**src/hw/balu_pkg.sv**
```systemverilog
package balu_pkg;

  // quarter phases, gray order
  typedef enum logic [1:0] {
    BALU_Q1 = 2'h0,
    BALU_Q2 = 2'h1,
    BALU_Q3 = 2'h3,
    BALU_Q4 = 2'h2
  } balu_phase_t;

  // arithmetic unit operations
  typedef enum logic [1:0] {
    BALU_ADD  = 2'h0,
    BALU_ADDC = 2'h1,
    BALU_AND  = 2'h2,
    BALU_BCLR = 2'h3
  } balu_aluop_t;

  // opcode fields
  localparam logic [7:0] OPC_ADD_LIT  = 8'h0f;  // upper byte
  localparam logic [7:0] OPC_AND_LIT  = 8'h0b;  // upper byte
  localparam logic [7:0] OPC_BR_CARRY = 8'he2;  // upper byte
  localparam logic [5:0] OPC_ADD_FILE = 6'h09;  // bits 15:10
  localparam logic [5:0] OPC_ADDC_FIL = 6'h08;  // bits 15:10
  localparam logic [5:0] OPC_AND_FILE = 6'h05;  // bits 15:10
  localparam logic [3:0] OPC_CLR_BIT  = 4'h9;   // bits 15:12
  localparam int         BIT_DEST     = 9;      // destination select
  localparam int         BIT_BANK     = 8;      // bank select

  // data address forming
  localparam logic [7:0] IDX_LIMIT    = 8'h5f;  // highest indexed offset
  localparam logic [7:0] ACC_SPLIT    = 8'h60;  // access bank split
  localparam logic [3:0] ACC_HI_PAGE  = 4'hf;   // upper access page
  localparam logic [3:0] ACC_LO_PAGE  = 4'h0;   // lower access page

  // status bit positions
  localparam int FLG_C  = 0;
  localparam int FLG_DC = 1;
  localparam int FLG_Z  = 2;
  localparam int FLG_OV = 3;
  localparam int FLG_N  = 4;
  localparam logic [4:0] MASK_ALL = 5'h1f;
  localparam logic [4:0] MASK_NZ  = 5'h14;

  // register byte offsets
  localparam logic [7:0] REG_CTRL   = 8'h00;  // bit0 run, bit1 extended
  localparam logic [7:0] REG_WORK   = 8'h04;  // working register
  localparam logic [7:0] REG_STATUS = 8'h08;  // flags
  localparam logic [7:0] REG_BANK   = 8'h0c;  // bank select register
  localparam logic [7:0] REG_PC     = 8'h10;  // program counter
  localparam logic [7:0] REG_INDEX  = 8'h14;  // indexed base pointer
  localparam logic [7:0] REG_INSTR  = 8'h18;  // last instruction, read only

  // bus answers and counter step
  localparam logic [1:0]  RESP_OKAY   = 2'h0;
  localparam logic [1:0]  RESP_SLVERR = 2'h2;
  localparam logic [20:0] PC_STEP     = 21'h2;

endpackage : balu_pkg

```
**src/hw/balu_alu.sv**
```systemverilog
// arithmetic unit, purely combinational
module balu_alu (
  // operation select
  input  wire balu_pkg::balu_aluop_t op_i,
  input  wire logic [2:0]            bitsel_i,
  // operands
  input  wire logic [7:0]            a_i,
  input  wire logic [7:0]            b_i,
  input  wire logic                  cin_i,
  // results
  output logic      [7:0]            res_o,
  output logic      [4:0]            flags_o
);

  logic [8:0] sum;   // nine bit sum for carry out
  logic [4:0] nib;   // low nibble sum for digit carry
  logic       cin;   // carry only used by add with carry

  // sum, logic and bit clear with flag derivation
  always_comb begin
    cin = (op_i == balu_pkg::BALU_ADDC) ? cin_i : 1'b0;
    sum = 9'(a_i) + 9'(b_i) + 9'(cin);
    nib = 5'(a_i[3:0]) + 5'(b_i[3:0]) + 5'(cin);
    case (op_i)
      balu_pkg::BALU_AND:  res_o = a_i & b_i;
      balu_pkg::BALU_BCLR: res_o = b_i & ~(8'h01 << bitsel_i);
      default:             res_o = sum[7:0];
    endcase
    flags_o = 5'h00;
    flags_o[balu_pkg::FLG_N]  = res_o[7];
    flags_o[balu_pkg::FLG_Z]  = (res_o == 8'h00);
    flags_o[balu_pkg::FLG_C]  = sum[8];
    flags_o[balu_pkg::FLG_DC] = nib[4];
    flags_o[balu_pkg::FLG_OV] = (a_i[7] == b_i[7]) && (sum[7] != a_i[7]);
  end

endmodule // balu_alu

```
**src/hw/balu_core.sv**
```systemverilog
// subset execution core with register access over axi4-lite
module balu_core (
  // clock and reset
  input  wire logic        ref_clk_i,
  input  wire logic        rst_n_i,
  // instruction fetch
  input  wire logic [15:0] instr_i,
  output logic      [20:0] pc_o,
  // data memory
  output logic      [11:0] dmem_addr_o,
  output logic             dmem_rd_o,
  input  wire logic [7:0]  dmem_rdata_i,
  output logic             dmem_wr_o,
  output logic      [7:0]  dmem_wdata_o,
  // axi4-lite write
  input  wire logic [7:0]  s_axi_awaddr_i,
  input  wire logic        s_axi_awvalid_i,
  output logic             s_axi_awready_o,
  input  wire logic [31:0] s_axi_wdata_i,
  input  wire logic [3:0]  s_axi_wstrb_i,
  input  wire logic        s_axi_wvalid_i,
  output logic             s_axi_wready_o,
  output logic      [1:0]  s_axi_bresp_o,
  output logic             s_axi_bvalid_o,
  input  wire logic        s_axi_bready_i,
  // axi4-lite read
  input  wire logic [7:0]  s_axi_araddr_i,
  input  wire logic        s_axi_arvalid_i,
  output logic             s_axi_arready_o,
  output logic      [31:0] s_axi_rdata_o,
  output logic      [1:0]  s_axi_rresp_o,
  output logic             s_axi_rvalid_o,
  input  wire logic        s_axi_rready_i
);

  // whole module state
  typedef struct packed {
    balu_pkg::balu_phase_t q;        // quarter phase
    logic                  nop;      // forced no-operation cycle
    logic [15:0]           ir;       // instruction in execution
    logic [20:0]           pc;       // current fetch address
    logic [20:0]           pcinc;    // incremented counter
    logic [7:0]            working_register;     // working register
    logic [4:0]            flags;    // status flags
    logic [3:0]            bank_select_register;      // bank select register
    logic                  run;      // execution enable
    logic                  ext;      // extended set enable
    logic [11:0]           fsr2;     // indexed base pointer
    logic [7:0]            opnd;     // fetched operand
    logic [7:0]            res;      // computed result
    logic [4:0]            rflag;    // computed flags
    logic [11:0]           daddr;    // data address
    logic                  drd;      // data read strobe
    logic                  dwr;      // data write strobe
    logic [7:0]            dwdata;   // data write value
    logic                  awready;  // write address ready
    logic                  aw_got;   // write address held
    logic [7:0]            aw_addr;  // held write address
    logic                  wready;   // write data ready
    logic                  w_got;    // write data held
    logic [31:0]           wdata;    // held write data
    logic [3:0]            wstrb;    // held byte enables
    logic                  bvalid;   // write response valid
    logic [1:0]            bresp;    // write response
    logic                  arready;  // read address ready
    logic                  rvalid;   // read data valid
    logic [31:0]           rdata;    // read data
    logic [1:0]            rresp;    // read response
  } balu_core_state_t;

  balu_core_state_t s;       // registered state
  balu_core_state_t n;       // next state
  logic [7:0]       alu_res; // unit result
  logic [4:0]       alu_flg; // unit flags

  // class of an instruction word
  function automatic logic f_lit(input logic [15:0] w);
    return (w[15:8] == balu_pkg::OPC_ADD_LIT) || (w[15:8] == balu_pkg::OPC_AND_LIT);
  endfunction

  // arithmetic or logic on a file byte
  function automatic logic f_fop(input logic [15:0] w);
    return (w[15:10] == balu_pkg::OPC_ADD_FILE) || (w[15:10] == balu_pkg::OPC_ADDC_FIL)
        || (w[15:10] == balu_pkg::OPC_AND_FILE);
  endfunction

  // anything that reads a file byte
  function automatic logic f_file(input logic [15:0] w);
    return f_fop(w) || (w[15:12] == balu_pkg::OPC_CLR_BIT);
  endfunction

  // unit operation for a word
  function automatic balu_pkg::balu_aluop_t f_aluop(input logic [15:0] w);
    if (w[15:10] == balu_pkg::OPC_ADDC_FIL) begin
      return balu_pkg::BALU_ADDC;
    end else if (w[15:8] == balu_pkg::OPC_AND_LIT || w[15:10] == balu_pkg::OPC_AND_FILE) begin
      return balu_pkg::BALU_AND;
    end else if (w[15:12] == balu_pkg::OPC_CLR_BIT) begin
      return balu_pkg::BALU_BCLR;
    end else begin
      return balu_pkg::BALU_ADD;
    end
  endfunction

  // which flags a word updates
  function automatic logic [4:0] f_fmask(input logic [15:0] w);
    if (w[15:8] == balu_pkg::OPC_ADD_LIT || w[15:10] == balu_pkg::OPC_ADD_FILE
        || w[15:10] == balu_pkg::OPC_ADDC_FIL) begin
      return balu_pkg::MASK_ALL;
    end else if (w[15:8] == balu_pkg::OPC_AND_LIT || w[15:10] == balu_pkg::OPC_AND_FILE) begin
      return balu_pkg::MASK_NZ;
    end else begin
      return 5'h00;
    end
  endfunction

  // data address from bank bit, bank register and extended mode
  function automatic logic [11:0] f_addr(input logic [15:0] w, input logic [3:0] b,
                                         input logic x, input logic [11:0] base);
    if (w[balu_pkg::BIT_BANK]) begin
      return {b, w[7:0]};
    end else if (x && w[7:0] <= balu_pkg::IDX_LIMIT) begin
      return 12'(base + 12'(w[7:0]));
    end else if (w[7:0] < balu_pkg::ACC_SPLIT) begin
      return {balu_pkg::ACC_LO_PAGE, w[7:0]};
    end else begin
      return {balu_pkg::ACC_HI_PAGE, w[7:0]};
    end
  endfunction

  // read value of a register offset
  function automatic logic [31:0] f_rd(input balu_core_state_t t, input logic [7:0] a);
    if (a == balu_pkg::REG_CTRL) begin
      return {30'h0, t.ext, t.run};
    end else if (a == balu_pkg::REG_WORK) begin
      return {24'h0, t.working_register};
    end else if (a == balu_pkg::REG_STATUS) begin
      return {27'h0, t.flags};
    end else if (a == balu_pkg::REG_BANK) begin
      return {28'h0, t.bank_select_register};
    end else if (a == balu_pkg::REG_PC) begin
      return {11'h0, t.pc};
    end else if (a == balu_pkg::REG_INDEX) begin
      return {20'h0, t.fsr2};
    end else begin
      return {16'h0, t.ir};
    end
  endfunction

  // offset is one of the mapped words
  function automatic logic f_mapped(input logic [7:0] a);
    return a[1:0] == 2'h0 && a <= balu_pkg::REG_INSTR;
  endfunction

  // arithmetic on working register and operand
  balu_alu u_alu (
    .op_i     (f_aluop(s.ir)),
    .bitsel_i (s.ir[11:9]),
    .a_i      (s.working_register),
    .b_i      (s.opnd),
    .cin_i    (s.flags[balu_pkg::FLG_C]),
    .res_o    (alu_res),
    .flags_o  (alu_flg)
  );

  // next state: bus slave first, core afterwards so hardware wins
  always_comb begin
    n = s;
    n.dwr = 1'b0;
    // write address and data taken in either order
    if (s_axi_awvalid_i && s.awready) begin
      n.aw_got  = 1'b1;
      n.aw_addr = s_axi_awaddr_i;
    end
    if (s_axi_wvalid_i && s.wready) begin
      n.w_got = 1'b1;
      n.wdata = s_axi_wdata_i;
      n.wstrb = s_axi_wstrb_i;
    end
    // both held: perform the write and answer
    if (s.aw_got && s.w_got) begin
      n.aw_got = 1'b0;
      n.w_got  = 1'b0;
      n.bvalid = 1'b1;
      n.bresp  = f_mapped(s.aw_addr) && s.aw_addr != balu_pkg::REG_INSTR
               ? balu_pkg::RESP_OKAY : balu_pkg::RESP_SLVERR;
      if (s.wstrb[0]) begin
        if (s.aw_addr == balu_pkg::REG_CTRL) begin
          n.run = s.wdata[0];
          n.ext = s.wdata[1];
        end else if (s.aw_addr == balu_pkg::REG_WORK) begin
          n.working_register = s.wdata[7:0];
        end else if (s.aw_addr == balu_pkg::REG_STATUS) begin
          n.flags = s.wdata[4:0];
        end else if (s.aw_addr == balu_pkg::REG_BANK) begin
          n.bank_select_register = s.wdata[3:0];
        end else if (s.aw_addr == balu_pkg::REG_PC) begin
          n.pc = s.wdata[20:0];
        end else if (s.aw_addr == balu_pkg::REG_INDEX) begin
          n.fsr2 = s.wdata[11:0];
        end
      end
    end
    // response held until accepted
    if (s.bvalid && s_axi_bready_i) begin
      n.bvalid = 1'b0;
    end
    n.awready = !n.aw_got && !n.bvalid;
    n.wready  = !n.w_got && !n.bvalid;
    // read answered one cycle after the address
    if (s_axi_arvalid_i && s.arready) begin
      n.rvalid = 1'b1;
      n.rdata  = f_mapped(s_axi_araddr_i) ? f_rd(s, s_axi_araddr_i) : 32'h0;
      n.rresp  = f_mapped(s_axi_araddr_i) ? balu_pkg::RESP_OKAY : balu_pkg::RESP_SLVERR;
    end
    if (s.rvalid && s_axi_rready_i) begin
      n.rvalid = 1'b0;
    end
    n.arready = !n.rvalid;
    // quarter sequencer, stands still while halted
    if (s.run) begin
      case (s.q)
        balu_pkg::BALU_Q1: begin
          n.q = balu_pkg::BALU_Q2;
          if (!s.nop) begin
            n.ir    = instr_i;
            n.pcinc = s.pc + balu_pkg::PC_STEP;
            n.daddr = f_addr(instr_i, s.bank_select_register, s.ext, s.fsr2);
            n.drd   = f_file(instr_i);
          end
        end
        balu_pkg::BALU_Q2: begin
          n.q   = balu_pkg::BALU_Q3;
          n.drd = 1'b0;
          n.opnd = f_file(s.ir) ? dmem_rdata_i : s.ir[7:0];
        end
        balu_pkg::BALU_Q3: begin
          n.q     = balu_pkg::BALU_Q4;
          n.res   = alu_res;
          n.rflag = alu_flg;
        end
        default: begin
          n.q = balu_pkg::BALU_Q1;
          if (s.nop) begin
            n.nop = 1'b0;
          end else begin
            n.pc = s.pcinc;
            n.flags = (s.flags & ~f_fmask(s.ir)) | (s.rflag & f_fmask(s.ir));
            if (f_lit(s.ir) || (f_fop(s.ir) && !s.ir[balu_pkg::BIT_DEST])) begin
              n.working_register = s.res;
            end else if (f_file(s.ir)) begin
              n.dwr    = 1'b1;
              n.dwdata = s.res;
            end
            if (s.ir[15:8] == balu_pkg::OPC_BR_CARRY && s.flags[balu_pkg::FLG_C]) begin
              n.pc  = s.pcinc + {{12{s.ir[7]}}, s.ir[7:0], 1'b0};
              n.nop = 1'b1;
            end
          end
        end
      endcase
    end
  end

  // state register, synchronous reset
  always_ff @(posedge ref_clk_i) begin
    if (!rst_n_i) begin
      s <= '0;
    end else begin
      s <= n;
    end
  end

  // outputs straight from state
  assign pc_o            = s.pc;
  assign dmem_addr_o     = s.daddr;
  assign dmem_rd_o       = s.drd;
  assign dmem_wr_o       = s.dwr;
  assign dmem_wdata_o    = s.dwdata;
  assign s_axi_awready_o = s.awready;
  assign s_axi_wready_o  = s.wready;
  assign s_axi_bresp_o   = s.bresp;
  assign s_axi_bvalid_o  = s.bvalid;
  assign s_axi_arready_o = s.arready;
  assign s_axi_rdata_o   = s.rdata;
  assign s_axi_rresp_o   = s.rresp;
  assign s_axi_rvalid_o  = s.rvalid;
endmodule // balu_core

```
**config.mk**
```make
export PLATFORM = sky130hd
export DESIGN_NAME = balu_core
export DESIGN_NICKNAME = d
export VERILOG_FILES = /design/src/hw/balu_pkg.sv /design/src/hw/balu_alu.sv /design/src/hw/balu_core.sv
export SDC_FILE = /design/constraint.sdc
export NUM_CORES = 1
export LEC_CHECK = 0
export BUFFER_PORTS_ARGS = -buffer_cell sky130_fd_sc_hd__buf_2
export CORE_MARGIN = 10
export CORE_UTILIZATION = 50
export DETAILED_ROUTE_END_ITERATION = 7
export GPL_TIMING_DRIVEN = 0
export HOLD_SLACK_MARGIN = 0.06
export PLACE_DENSITY = 0.8
export SYNTH_ARGS = -nofsm -noshare
export SYNTH_HDL_FRONTEND = slang
export SYNTH_SLANG_ARGS = --single-unit
```
**constraint.sdc**
```tcl
create_clock -name ref_clk_i -period 5.3 [get_ports ref_clk_i]
set_input_delay 0 -clock ref_clk_i [delete_from_list [all_inputs] [get_ports ref_clk_i]]
set_output_delay 0 -clock ref_clk_i [all_outputs]
set_load 0.02 [all_outputs]
```
### Yosys cells after proc, flatten, opt, wreduce, memory -nomap -nowiden

Index checks and enable logic that the tools add are counted.

| word-level totals | value |
|---|---|
| register bits after elaboration | 222 |
| logic and storage cells | 207 |

| operators by class | value |
|---|---|
| eq/ne operators | 30 |
| add/subtract/negate cells | 7 |
| reductions and logical operators | 49 |
| shift operators | 1 |
| bitwise gates (word level) | 17 |
| mux-type cells | 68 |
| magnitude comparators | 4 |

Operators by type and width:

| operator | number |
|---|---|
| $mux 21 | 17 |
| $mux 12 | 9 |
| $mux 31 | 2 |
| $mux 55 | 1 |
| $eq 8x4->1 const B | 6 |
| $mux 37 | 1 |
| $mux 35 | 1 |
| $eq 8x5->1 const B | 4 |
| $mux 32 | 1 |
| $mux 5 | 6 |
| $mux 9 | 3 |
| $mux 13 | 2 |
| $eq 6x4->1 const B | 4 |
| $logic_not 8->1 | 3 |
| $mux 8 | 3 |
| $add 21x2->21 const B | 1 |
| $add 21x21->21 | 1 |
| $mux 17 | 1 |
| $and 8x8->8 | 2 |
| $eq 8x3->1 const B | 2 |
| $le 8x5->1 const B | 2 |
| $mux 16 | 1 |
| $pmux 8 s2 | 1 |
| $logic_and 1x1->1 | 15 |
| 39 further kinds | 87 |

### Longest topological paths before layout

Gate-level depths: netlist of run 1.

| logic depth | value |
|---|---|
| depth after elaboration | 13 |
| gate-level depth with buffers | 13 |
| mapped depth without buffers | 13 |

### Modules after synthesis

Synthesis of run 1 repeated with hierarchy kept, for this count alone.

| second synthesis, totals | value |
|---|---|
| cell total of the unflattened synthesis | 1466 |
| area total of the unflattened synthesis | 11501.0 µm² |

By module, submodules not included:

| module | area an instance (µm²) | cells an instance | instances | seq. area each (µm²) |
|---|---|---|---|---|
| balu_core | 10821.6 | 1379 | 1 | 3903.7 |
| balu_alu | 679.4 | 87 | 1 | 0.0 |

### Worst setup path after synthesis of run 1

OpenSTA, ideal clock, no wires.

| timing | value |
|---|---|
| path type | register -> register |
| start | register s[216] (netlist bit) |
| end | register s[111] (netlist bit) |
| data required time | 5.213 ns |
| slack | 2.635 ns |
| arrival time | 2.578 ns |
| period minus slack after synthesis | 2.665 ns |
| stages on the path, launching flop included | 14 |
| path through | dfxtp_1 > nor2b_1 > and3b_1 > nand2_1 > fa_1 > fa_1 > o21ai_0 > a21oi_1 > o21bai_1 > a21o_1 > xnor2_1 > o21a_1 > nand2_1 > o31ai_1 |

| on the way | value |
|---|---|
| longest elaborated chain between the ends | 9 |

RTL lines:

| element | RTL line | RTL |
|---|---|---|
| from (decl) | balu_core.sv:71 | `balu_core_state_t s;` |
| from (signal assigned) | balu_core.sv:270 | `s <= n;` |
| $eq 4x4->1 (tied with other cells) | balu_core.sv:98 | `end else if (w[15:12] == balu_pkg::OPC_CLR_BIT) begin` |
| $mux 2 or $logic_or 1x1->1 (tied branches) | balu_core.sv:98, balu_core.sv:96 |  |
| $mux 2 | balu_core.sv:96 | `end else if (w[15:8] == balu_pkg::OPC_AND_LIT \|\| w[15:10] == balu_pkg::OPC_AND_FILE) begin` |
| $mux 2 * | balu_core.sv:94 | `if (w[15:10] == balu_pkg::OPC_ADDC_FIL) begin` |
| $eq 2x1->1 | balu_alu.sv:21 | `cin = (op_i == balu_pkg::BALU_ADDC) ? cin_i : 1'b0;` |
| $mux 1 | balu_alu.sv:21 |  |
| $add 9x1->9 | balu_alu.sv:22 | `sum = 9'(a_i) + 9'(b_i) + 9'(cin);` |
| $pmux 8 s2 * | balu_alu.sv:24 | `case (op_i)` |
| $logic_not 8->1 * | balu_alu.sv:31 | `flags_o[balu_pkg::FLG_Z] = (res_o == 8'h00);` |

Every way passes the cells marked *; elsewhere a longest branch is shown, timed or not.
A chain may end at the register's enable or synchronous reset.

### Worst setup path after layout of run 1

| timing | value |
|---|---|
| start | register s[210] (netlist bit) |
| end | register s, in the netlist pc_o[17] |

| on the way | value |
|---|---|
| longest elaborated chain between the ends | 5 |

RTL lines:

| element | RTL line | RTL |
|---|---|---|
| $add 21x21->21 | balu_core.sv:256 | `n.pc = s.pcinc + {{12{s.ir[7]}}, s.ir[7:0], 1'b0};` |
| $mux 21 | balu_core.sv:255 | `if (s.ir[15:8] == balu_pkg::OPC_BR_CARRY && s.flags[balu_pkg::FLG_C]) begin` |
| $mux 21 | balu_core.sv:244 | `if (s.nop) begin` |
| $mux 21 | balu_core.sv:222 | `case (s.q)` |
| $mux 55 | balu_core.sv:221 | `if (s.run) begin` |

No other way between the ends.

==> flow_metrics.tcl, run 1 <==
set metrics [dict create \
    port-buffer-count 137 \
    yosys_warnings 0 \
    inserted_clock_buffers 17 \
    total_global_route_track_usage_pct 26.82 \
    layout-area-overhead-vs-synth_pct 21.96 \
    grt_pass1_vias 10770 \
    power_per_cell_area_nw_per_um2 230.8 \
    holdCritPathClass "primary input to flop" \
    rows 54 \
    post_synth_fa_ha_maj_area_fraction_pct 4.730 \
    finalCriticalPeriod_ps 3312 \
    p_leak_nw 5.520 \
    routed_wl_mm 39.72 \
    synth_instances 1378 \
    core_area_um2 21690 \
    ys_seq_area_share_pct 35.46 \
    async_reset_ff_share_pct 0 \
    number_of_antenna_violations_at_the_first_check_in_global_routing 0 \
    grt_overflow 0 \
    clock_pin_slew_worst_setup_and_hold_paths_ps 80 \
    cts_num_sinks 194 \
    detailed_place_hpwl_mm 28.68 \
    synth_top_family_by_area "simple AND/OR/NAND/NOR gates" \
    tritoncts "yes" \
    ys_dominant_reg_cell "sky130_fd_sc_hd__dfxtp_1" \
    drive_gt1_share_pct 17.18 \
    top_level_ports 167 \
    diodes 0 \
    drcViolationCount 0 \
    die_x_um 168 \
    post-route-period-util_pct 62.48 \
    routedWlPerCell_um 20.80 \
    slew_viol_final 0 \
    globalplace.congestion 0.9901 \
    ctsHoldBuffers 71 \
    share_of_the_synthesized_area_in_compound_gates_ao_oa_aoi_oai_pct 20.03 \
    max_cap_violations 0 \
    synth_seq_cells 194 \
    grt_first_pass_wirelength_mm 60.44 \
    timing_hold_violations_final 0 \
    post_synth_mux_area_share_pct 5.815 \
    drt_pre_antenna_iters 5 \
    num_vias 11370 \
    postCtsResizedCells 0 \
    worst_pin_slew_ps 1091 \
    ir_drop_mv 0.2197 \
    timing.final.setup_violations 0 \
    final_antenna_net_count 0 \
    synth-edff-count 0 \
    die_footprint_um2 28220 \
    synth.top_cells.by_count "sky130_fd_sc_hd__nand2_1, sky130_fd_sc_hd__dfxtp_1, sky130_fd_sc_hd__nor2_1" \
    finish.net_count 1739 \
    yosysUniqueCellTypes 77 \
    critPathKind "flop to flop" \
    grt_max_degree 20 \
    cts.root.buffer_cell "sky130_fd_sc_hd__clkbuf_16" \
    netlist_area_um2 10950 \
    initial_utilization_pct 50.50 \
    cts-htree-levels 4 \
    run_status "finished clean" \
    synthMostInstantiatedCell "sky130_fd_sc_hd__nand2_1" \
    synth_simple_gate_area_share_pct 21.71 \
    finalCoreUtilization_pct 61.58 \
    post_synth_main_area_contributors "sky130_fd_sc_hd__dfxtp_1, sky130_fd_sc_hd__nand2_1, sky130_fd_sc_hd__a21oi_1" \
    cp.required_ps 5670 \
    drt_iter0_drc 1184 \
    postSynthAreaPerCell_um2 7.948 \
    slew_headroom_pct 27.14 \
    setup.worst_path.end_class "flop" \
    finalClockSkew_ps 11.98 \
    fin_setup_tns_ps 0 \
    synth_xor_area_share_pct 3.039 \
    die_y_um 168 \
    yosys.area.top_type "sky130_fd_sc_hd__dfxtp_1" \
    vias_per_cell 5.954 \
    clock_tree.buffer_depth 2 \
    critical_path_peak_fanout 18 \
    insertion_delay_ps 460 \
    post-cts-setup-buffers 0 \
    rsz0062_at_grt "false" \
    max_freq_mhz 302.0 \
    post_synth_top_area_share_pct 35.46 \
    worst-endpoint-arrival_ps 3680 \
    crit_path_start_kind "flop" \
]
## per-layer routing
metal / part of all wire (%) / track usage [%]
met4: 4.6 / 11.92
met5: 0 / 0
met1: 39 / 33.04
met3: 11 / 6.286
met2: 46 / 43.66
## kinds of logic (layout without fill, tap and decap cells)
group           Yosys count  count (layout)
compound gates          335             335
fa+ha+maj                39              39
mux                      63              63
simple gates            523             523
buf+inv                 185             425
other cells               1              13
xor+xnor                 38              38
flops                   194             194
## per-stage QoR
step | std cells | setup slack (ps) | power, mW | hold WS [ps] | area [um2]
6_report | 1910 | 1988 | 3.083 | 81.96 | 13360
5_1_grt | 1910 | 1889 | 3.144 | 125.3 | 13360
4_1_cts | 1910 | 2096 | 3.058 | 74.49 | 13360
3_5_place_dp | 1807 | 2163 | 1.687 | 254.4 | 12030
3_3_place_gp | 1807 | 2181 | 1.684 | 249.9 | 12030
2_1_floorplan | 1390 | 2635 | 1.611 | 136.0 | 11000
## critical path, cell delays in order, from the launching register on
cell and delay [ps]:
sky130_fd_sc_hd__dfxtp_1 1050, sky130_fd_sc_hd__ha_1 440, sky130_fd_sc_hd__and3_1 220, sky130_fd_sc_hd__o211a_1 170, sky130_fd_sc_hd__o31ai_4 280, sky130_fd_sc_hd__a211oi_2 140
sky130_fd_sc_hd__o21a_1 230, sky130_fd_sc_hd__o21ai_1 140, sky130_fd_sc_hd__mux2_2 350, sky130_fd_sc_hd__a31oi_1 210
## cell usage in the layout, fill, tap and decap left out, types with 10 or more instances in the layout
cell type,n
sky130_fd_sc_hd__a21oi_1,119
sky130_fd_sc_hd__o21ai_0,45
sky130_fd_sc_hd__a311oi_1,14
sky130_fd_sc_hd__ha_1,35
sky130_fd_sc_hd__buf_4,79
sky130_fd_sc_hd__dfxtp_1,194
sky130_fd_sc_hd__xor2_1,17
sky130_fd_sc_hd__clkbuf_16,17
sky130_fd_sc_hd__nand2_1,216
sky130_fd_sc_hd__xnor2_1,21
sky130_fd_sc_hd__nor3_1,17
sky130_fd_sc_hd__a21o_1,12
sky130_fd_sc_hd__dlygate4sd3_1,71
sky130_fd_sc_hd__mux2i_1,58
sky130_fd_sc_hd__and3_1,12
sky130_fd_sc_hd__nor2b_1,13
sky130_fd_sc_hd__buf_2,143
sky130_fd_sc_hd__inv_1,24
sky130_fd_sc_hd__a31oi_1,10
sky130_fd_sc_hd__o211ai_1,10
sky130_fd_sc_hd__a211oi_1,61
sky130_fd_sc_hd__nor2_1,158
sky130_fd_sc_hd__clkbuf_1,72
sky130_fd_sc_hd__conb_1,13
sky130_fd_sc_hd__nand3_1,37
sky130_fd_sc_hd__nand2b_1,11
## cell type report
| type | count | area, um2 |
|---|---|---|
| Inverter | 24 | 90.09 |
| Clock buffer | 17 | 425.4 |
| Fill cell | 1902 | 8332 |
| Multi-Input combinational cell | 1011 | 6107 |
| Clock inverter | 15 | 187.7 |
| Buffer | 161 | 915.9 |
| Tap cell | 280 | 350.3 |
| Sequential cell | 194 | 3884 |
| Timing Repair Buffer | 208 | 1396 |
## power breakdown
part	internal, mW	switching [mW]	total, mW
Combinational	0.0889	0.124	0.213
Clock	0.722	0.658	1.38
Sequential	1.47	0.0189	1.49
Total	2.28	0.801	3.08
## worst paths after layout
path	slack (ps)	endpoint	cells after the start	start
hold reg to reg	460	s_axi_rdata_o[0]$_SDFFE_PN0P_	2	s_axi_rdata_o[0]$_SDFFE_PN0P_
hold / removal	80	s[85]$_SDFF_PN0_	3	s_axi_awvalid_i
setup reg to reg	1990	pc_o[17]$_SDFF_PN0_	9	s[210]$_SDFFE_PN0P_
setup / recovery	1990	pc_o[17]$_SDFF_PN0_	9	s[210]$_SDFFE_PN0P_
## flip-flops by register name, summed over array words and instances, names as in the netlist, 8 cells and up, named ones only
name           count
s_axi_rdata_o     21
pc_o              21
dmem_addr_o       12
s                118
dmem_wdata_o       8
Note: power is estimated with default switching activity, not from simulation.
==> run 2, diff against run 1 <==
ABC_AREA = 1   (was unset)
PLACE_DENSITY = 0.79   (was 0.8)
clock period = 3.3 ns   (was 5.3 ns; I/O delays follow)
==> run 2 against run 1 <==
Net effect: cell area grew 6.1%; worst hold slack gained 40 ps; non-clock buffer count shrank 26; critical endpoint is now s[111]$_SDFFE_PN0P_; the flow now finishes with violations (design-rule violations); clock skew grew 7.0 ps; register-to-register slack lost 1800 ps.
==> flow_metrics.tcl, run 2 <==
set metrics [dict create \
    run_status "finished, violations left" \
    failing_checks "design-rule violations" \
    critPathMaxStageDelay_ps 430 \
    critical_path_peak_fanout 4 \
    crit_top_cell "sky130_fd_sc_hd__nor2_1" \
    power_per_cell_area_nw_per_um2 360.7 \
    max_flop_register "s" \
    number_of_antenna_violations_at_the_first_check_in_global_routing 0 \
    finalCoreUtilization_pct 62.02 \
    core_area_um2 22850 \
    fin_setup_tns_ps 0 \
    tritoncts "yes" \
    finish.net_count 2090 \
    layout-area-overhead-vs-synth_pct 20.83 \
    top_usage_layer "met2" \
    cts.root.buffer_cell "sky130_fd_sc_hd__clkbuf_16" \
    timing.final.setup_violations 0 \
    holdCritStartpoint "s_axi_awvalid_i" \
    global_route.usage.met1_pct 40.03 \
    largest_register_ffs 118 \
    clock_tree.buffer_depth 2 \
    setup.worst_path.end_class "flop" \
    grt_util_met3_pct 6.251 \
    most_frequent_cells_in_the_layout "sky130_fd_sc_hd__nand2_1, sky130_fd_sc_hd__a21oi_1, sky130_fd_sc_hd__dfxtp_1" \
    post-layout-total-power_mw 5.111 \
    vias_per_cell 5.579 \
    worst-endpoint-arrival_ps 3450 \
    multi_input_comb_area_um2 6287 \
    die_y_um 173.2 \
    ff_latch_area_um2 3884 \
    inserted_clock_buffers 17 \
    crit_chain "inv_1, nor2_1, nand3_1, nor2_1, nand2_1, fa_1, fa_1, inv_1, nand3_1, nand2_1, xnor2_1, nor2_1, nor2_1, nand2_1, nor2_1, nand3_1, a21oi_1" \
    max_cap_violations 0 \
    grt_max_degree 24 \
    clkPwrFrac_pct 44.2 \
    layout.cells.most_common "sky130_fd_sc_hd__nand2_1" \
    layout.filler_cells 2218 \
    final_cell_count_no_fill 2294 \
    slew_viol_final 0 \
    ys_dominant_reg_cell "sky130_fd_sc_hd__dfxtp_1" \
    crit_path_start_kind "flop" \
    globalplace.congestion 1.020 \
    drive_gt1_share_pct 16.66 \
    rsz0062_at_grt "false" \
    power.internal_mw 3.612 \
    initial_utilization_pct 51.33 \
    holdCritPathClass "primary input to flop" \
    timing_hold_violations_final 0 \
    grt_pass1_vias 12170 \
    cts_num_sinks 194 \
    post_synth_top_area_share_pct 33.12 \
    rows 55 \
    num_vias 12800 \
    postCtsResizedCells 0 \
    synthMostInstantiatedCell "sky130_fd_sc_hd__nand2_1" \
    worst_pin_slew_ps 1026 \
    netsw_mw 1.500 \
    grt_first_pass_wirelength_mm 70.54 \
    worst_path_dominant_cell_family "simple AND/OR/NAND/NOR gates" \
    post_synth_main_area_contributors "sky130_fd_sc_hd__dfxtp_1, sky130_fd_sc_hd__nand2_1, sky130_fd_sc_hd__a21oi_1" \
    netlist_area_um2 11730 \
    netSwitchingFraction_pct 29.34 \
    insertion_delay_ps 450 \
    drt_pre_antenna_iters 8 \
    finalClockSkew_ps 19.00 \
    post-route-period-util_pct 93.22 \
    crit_start "s[216]$_SDFFE_PN0P_" \
    max_freq_mhz 325.1 \
    ctsHoldBuffers 68 \
    critPathKind "flop to flop" \
    drcViolationCount 4 \
    ir_drop_mv 0.3340 \
    seq_power_share_pct 47.2 \
    total_global_route_track_usage_pct 29.61 \
    post-cts-setup-buffers 0 \
    yosys.area.top_type "sky130_fd_sc_hd__dfxtp_1" \
    routed_wl_mm 45.99 \
    synth_instances 1731 \
    synth_seq_cells 194 \
    worst_r2r_startpoint "s[216]$_SDFFE_PN0P_" \
    top_level_ports 167 \
    die_x_um 173.2 \
    cell_with_the_largest_stage_delay_on_the_worst_path "sky130_fd_sc_hd__fa_1" \
    drt_iter0_drc 1377 \
    cts-htree-levels 4 \
    finalCriticalPeriod_ps 3076 \
    p_leak_nw 6.704 \
    ys_seq_area_share_pct 33.12 \
    place_inst 2194 \
    postSynthAreaPerCell_um2 6.775 \
    yosysUniqueCellTypes 50 \
    port-buffer-count 138 \
    detailed_place_hpwl_mm 35.09 \
    synth.top_cells.by_count "sky130_fd_sc_hd__nand2_1, sky130_fd_sc_hd__a21oi_1, sky130_fd_sc_hd__dfxtp_1" \
    gr-usage-met2_pct 45.53 \
    die_footprint_um2 29980 \
    whs_ps 122.3 \
    synth-edff-count 0 \
    final_antenna_net_count 0 \
    pwr-share-comb_pct 8.6 \
    critPathBufInv 2 \
    slew_headroom_pct 31.59 \
    async_reset_ff_share_pct 0 \
    routedWlPerCell_um 20.05 \
    grt_overflow 0 \
    diodes 0 \
    yosys_warnings 0 \
    cp.required_ps 3670 \
    clock_pin_slew_worst_setup_and_hold_paths_ps 90 \
]
-- run 2: cell count changes in the layout (fill, tap and decap cells not counted), moves of 13 or more --
cell,previous run,this run
sky130_fd_sc_hd__a211oi_1,61,5
sky130_fd_sc_hd__nand3_1,37,96
sky130_fd_sc_hd__o211ai_1,10,30
sky130_fd_sc_hd__clkbuf_1,72,42
sky130_fd_sc_hd__nand2_1,216,342
sky130_fd_sc_hd__o21ai_0,45,144
sky130_fd_sc_hd__inv_1,24,185
sky130_fd_sc_hd__a21oi_1,119,206
sky130_fd_sc_hd__nand4_1,9,29
sky130_fd_sc_hd__mux2i_1,58,0
sky130_fd_sc_hd__nor2b_1,13,0
-- run 2: kinds of logic (layout without fill, tap and decap cells) --
family                     after synthesis  in the layout  share of synthesized area [%]
buffers and inverters                  335            573                          13.66
xor gates and xnor gates                23             23                          1.718
AOI/OAI and AO/OA                      437            437                          20.53
other                                    1             13                        0.03198
and+or+nand+nor                        702            702                          26.53
adders and majority gates               39             39                          4.417
DFF                                    194            194                          33.12
-- run 2: area by class of cell --
cell class / count / area share [%]
clock inverter: 15 / 1.475
tap: 313 / 2.764
sequential: 194 / 27.41
buffer: 137 / 6.040
clock buffer: 17 / 3.002
multi-input combinational: 1214 / 44.37
inverter: 198 / 5.263
timing repair buffer: 206 / 9.678
-- run 2: worst min-delay path, stage by stage --
cell                      delay [ps]
sky130_fd_sc_hd__buf_2            80
sky130_fd_sc_hd__nand2_1          90
sky130_fd_sc_hd__inv_1           170
sky130_fd_sc_hd__o21ai_0         120
sky130_fd_sc_hd__nor2_1           90
-- run 2: through the flow --
| stage | area, um2 | setup WS, ps |
|---|---|---|
| floorplan | 11770 | 814.4 |
| global placement | 12850 | 288.1 |
| detailed placement | 12850 | 289.1 |
| CTS | 14170 | 258.8 |
| global route | 14170 | 4.239 |
| finish | 14170 | 223.8 |
-- run 2: power by group through the flow --
stage / Combinational (mW) / Clock [mW] / Sequential, mW
2_1_floorplan: 0.212 / 0 / 2.46
3_3_place_gp: 0.351 / 0 / 2.46
3_5_place_dp: 0.356 / 0 / 2.46
4_1_cts: 0.419 / 2.26 / 2.41
5_1_grt: 0.474 / 2.34 / 2.41
6_report: 0.440 / 2.26 / 2.41
-- run 2: path summary, 6_finish.rpt --
path                            cells past startpoint  slack (ps)                             to
worst min register to register                      2         470  s_axi_rdata_o[8]$_SDFFE_PN0P_
worst max register to register                     17         220            s[111]$_SDFFE_PN0P_
worst min-delay path                                5         120               s[85]$_SDFF_PN0_
worst max-delay path                               17         220            s[111]$_SDFFE_PN0P_
-- run 2: per-layer routing --
metal | vias to the layer above | routed length (um)
li1 | 6149 | -
met4 | 0 | 1526
met3 | 89 | 4841
met5 | - | 0
met1 | 5869 | 19850
met2 | 691 | 19770
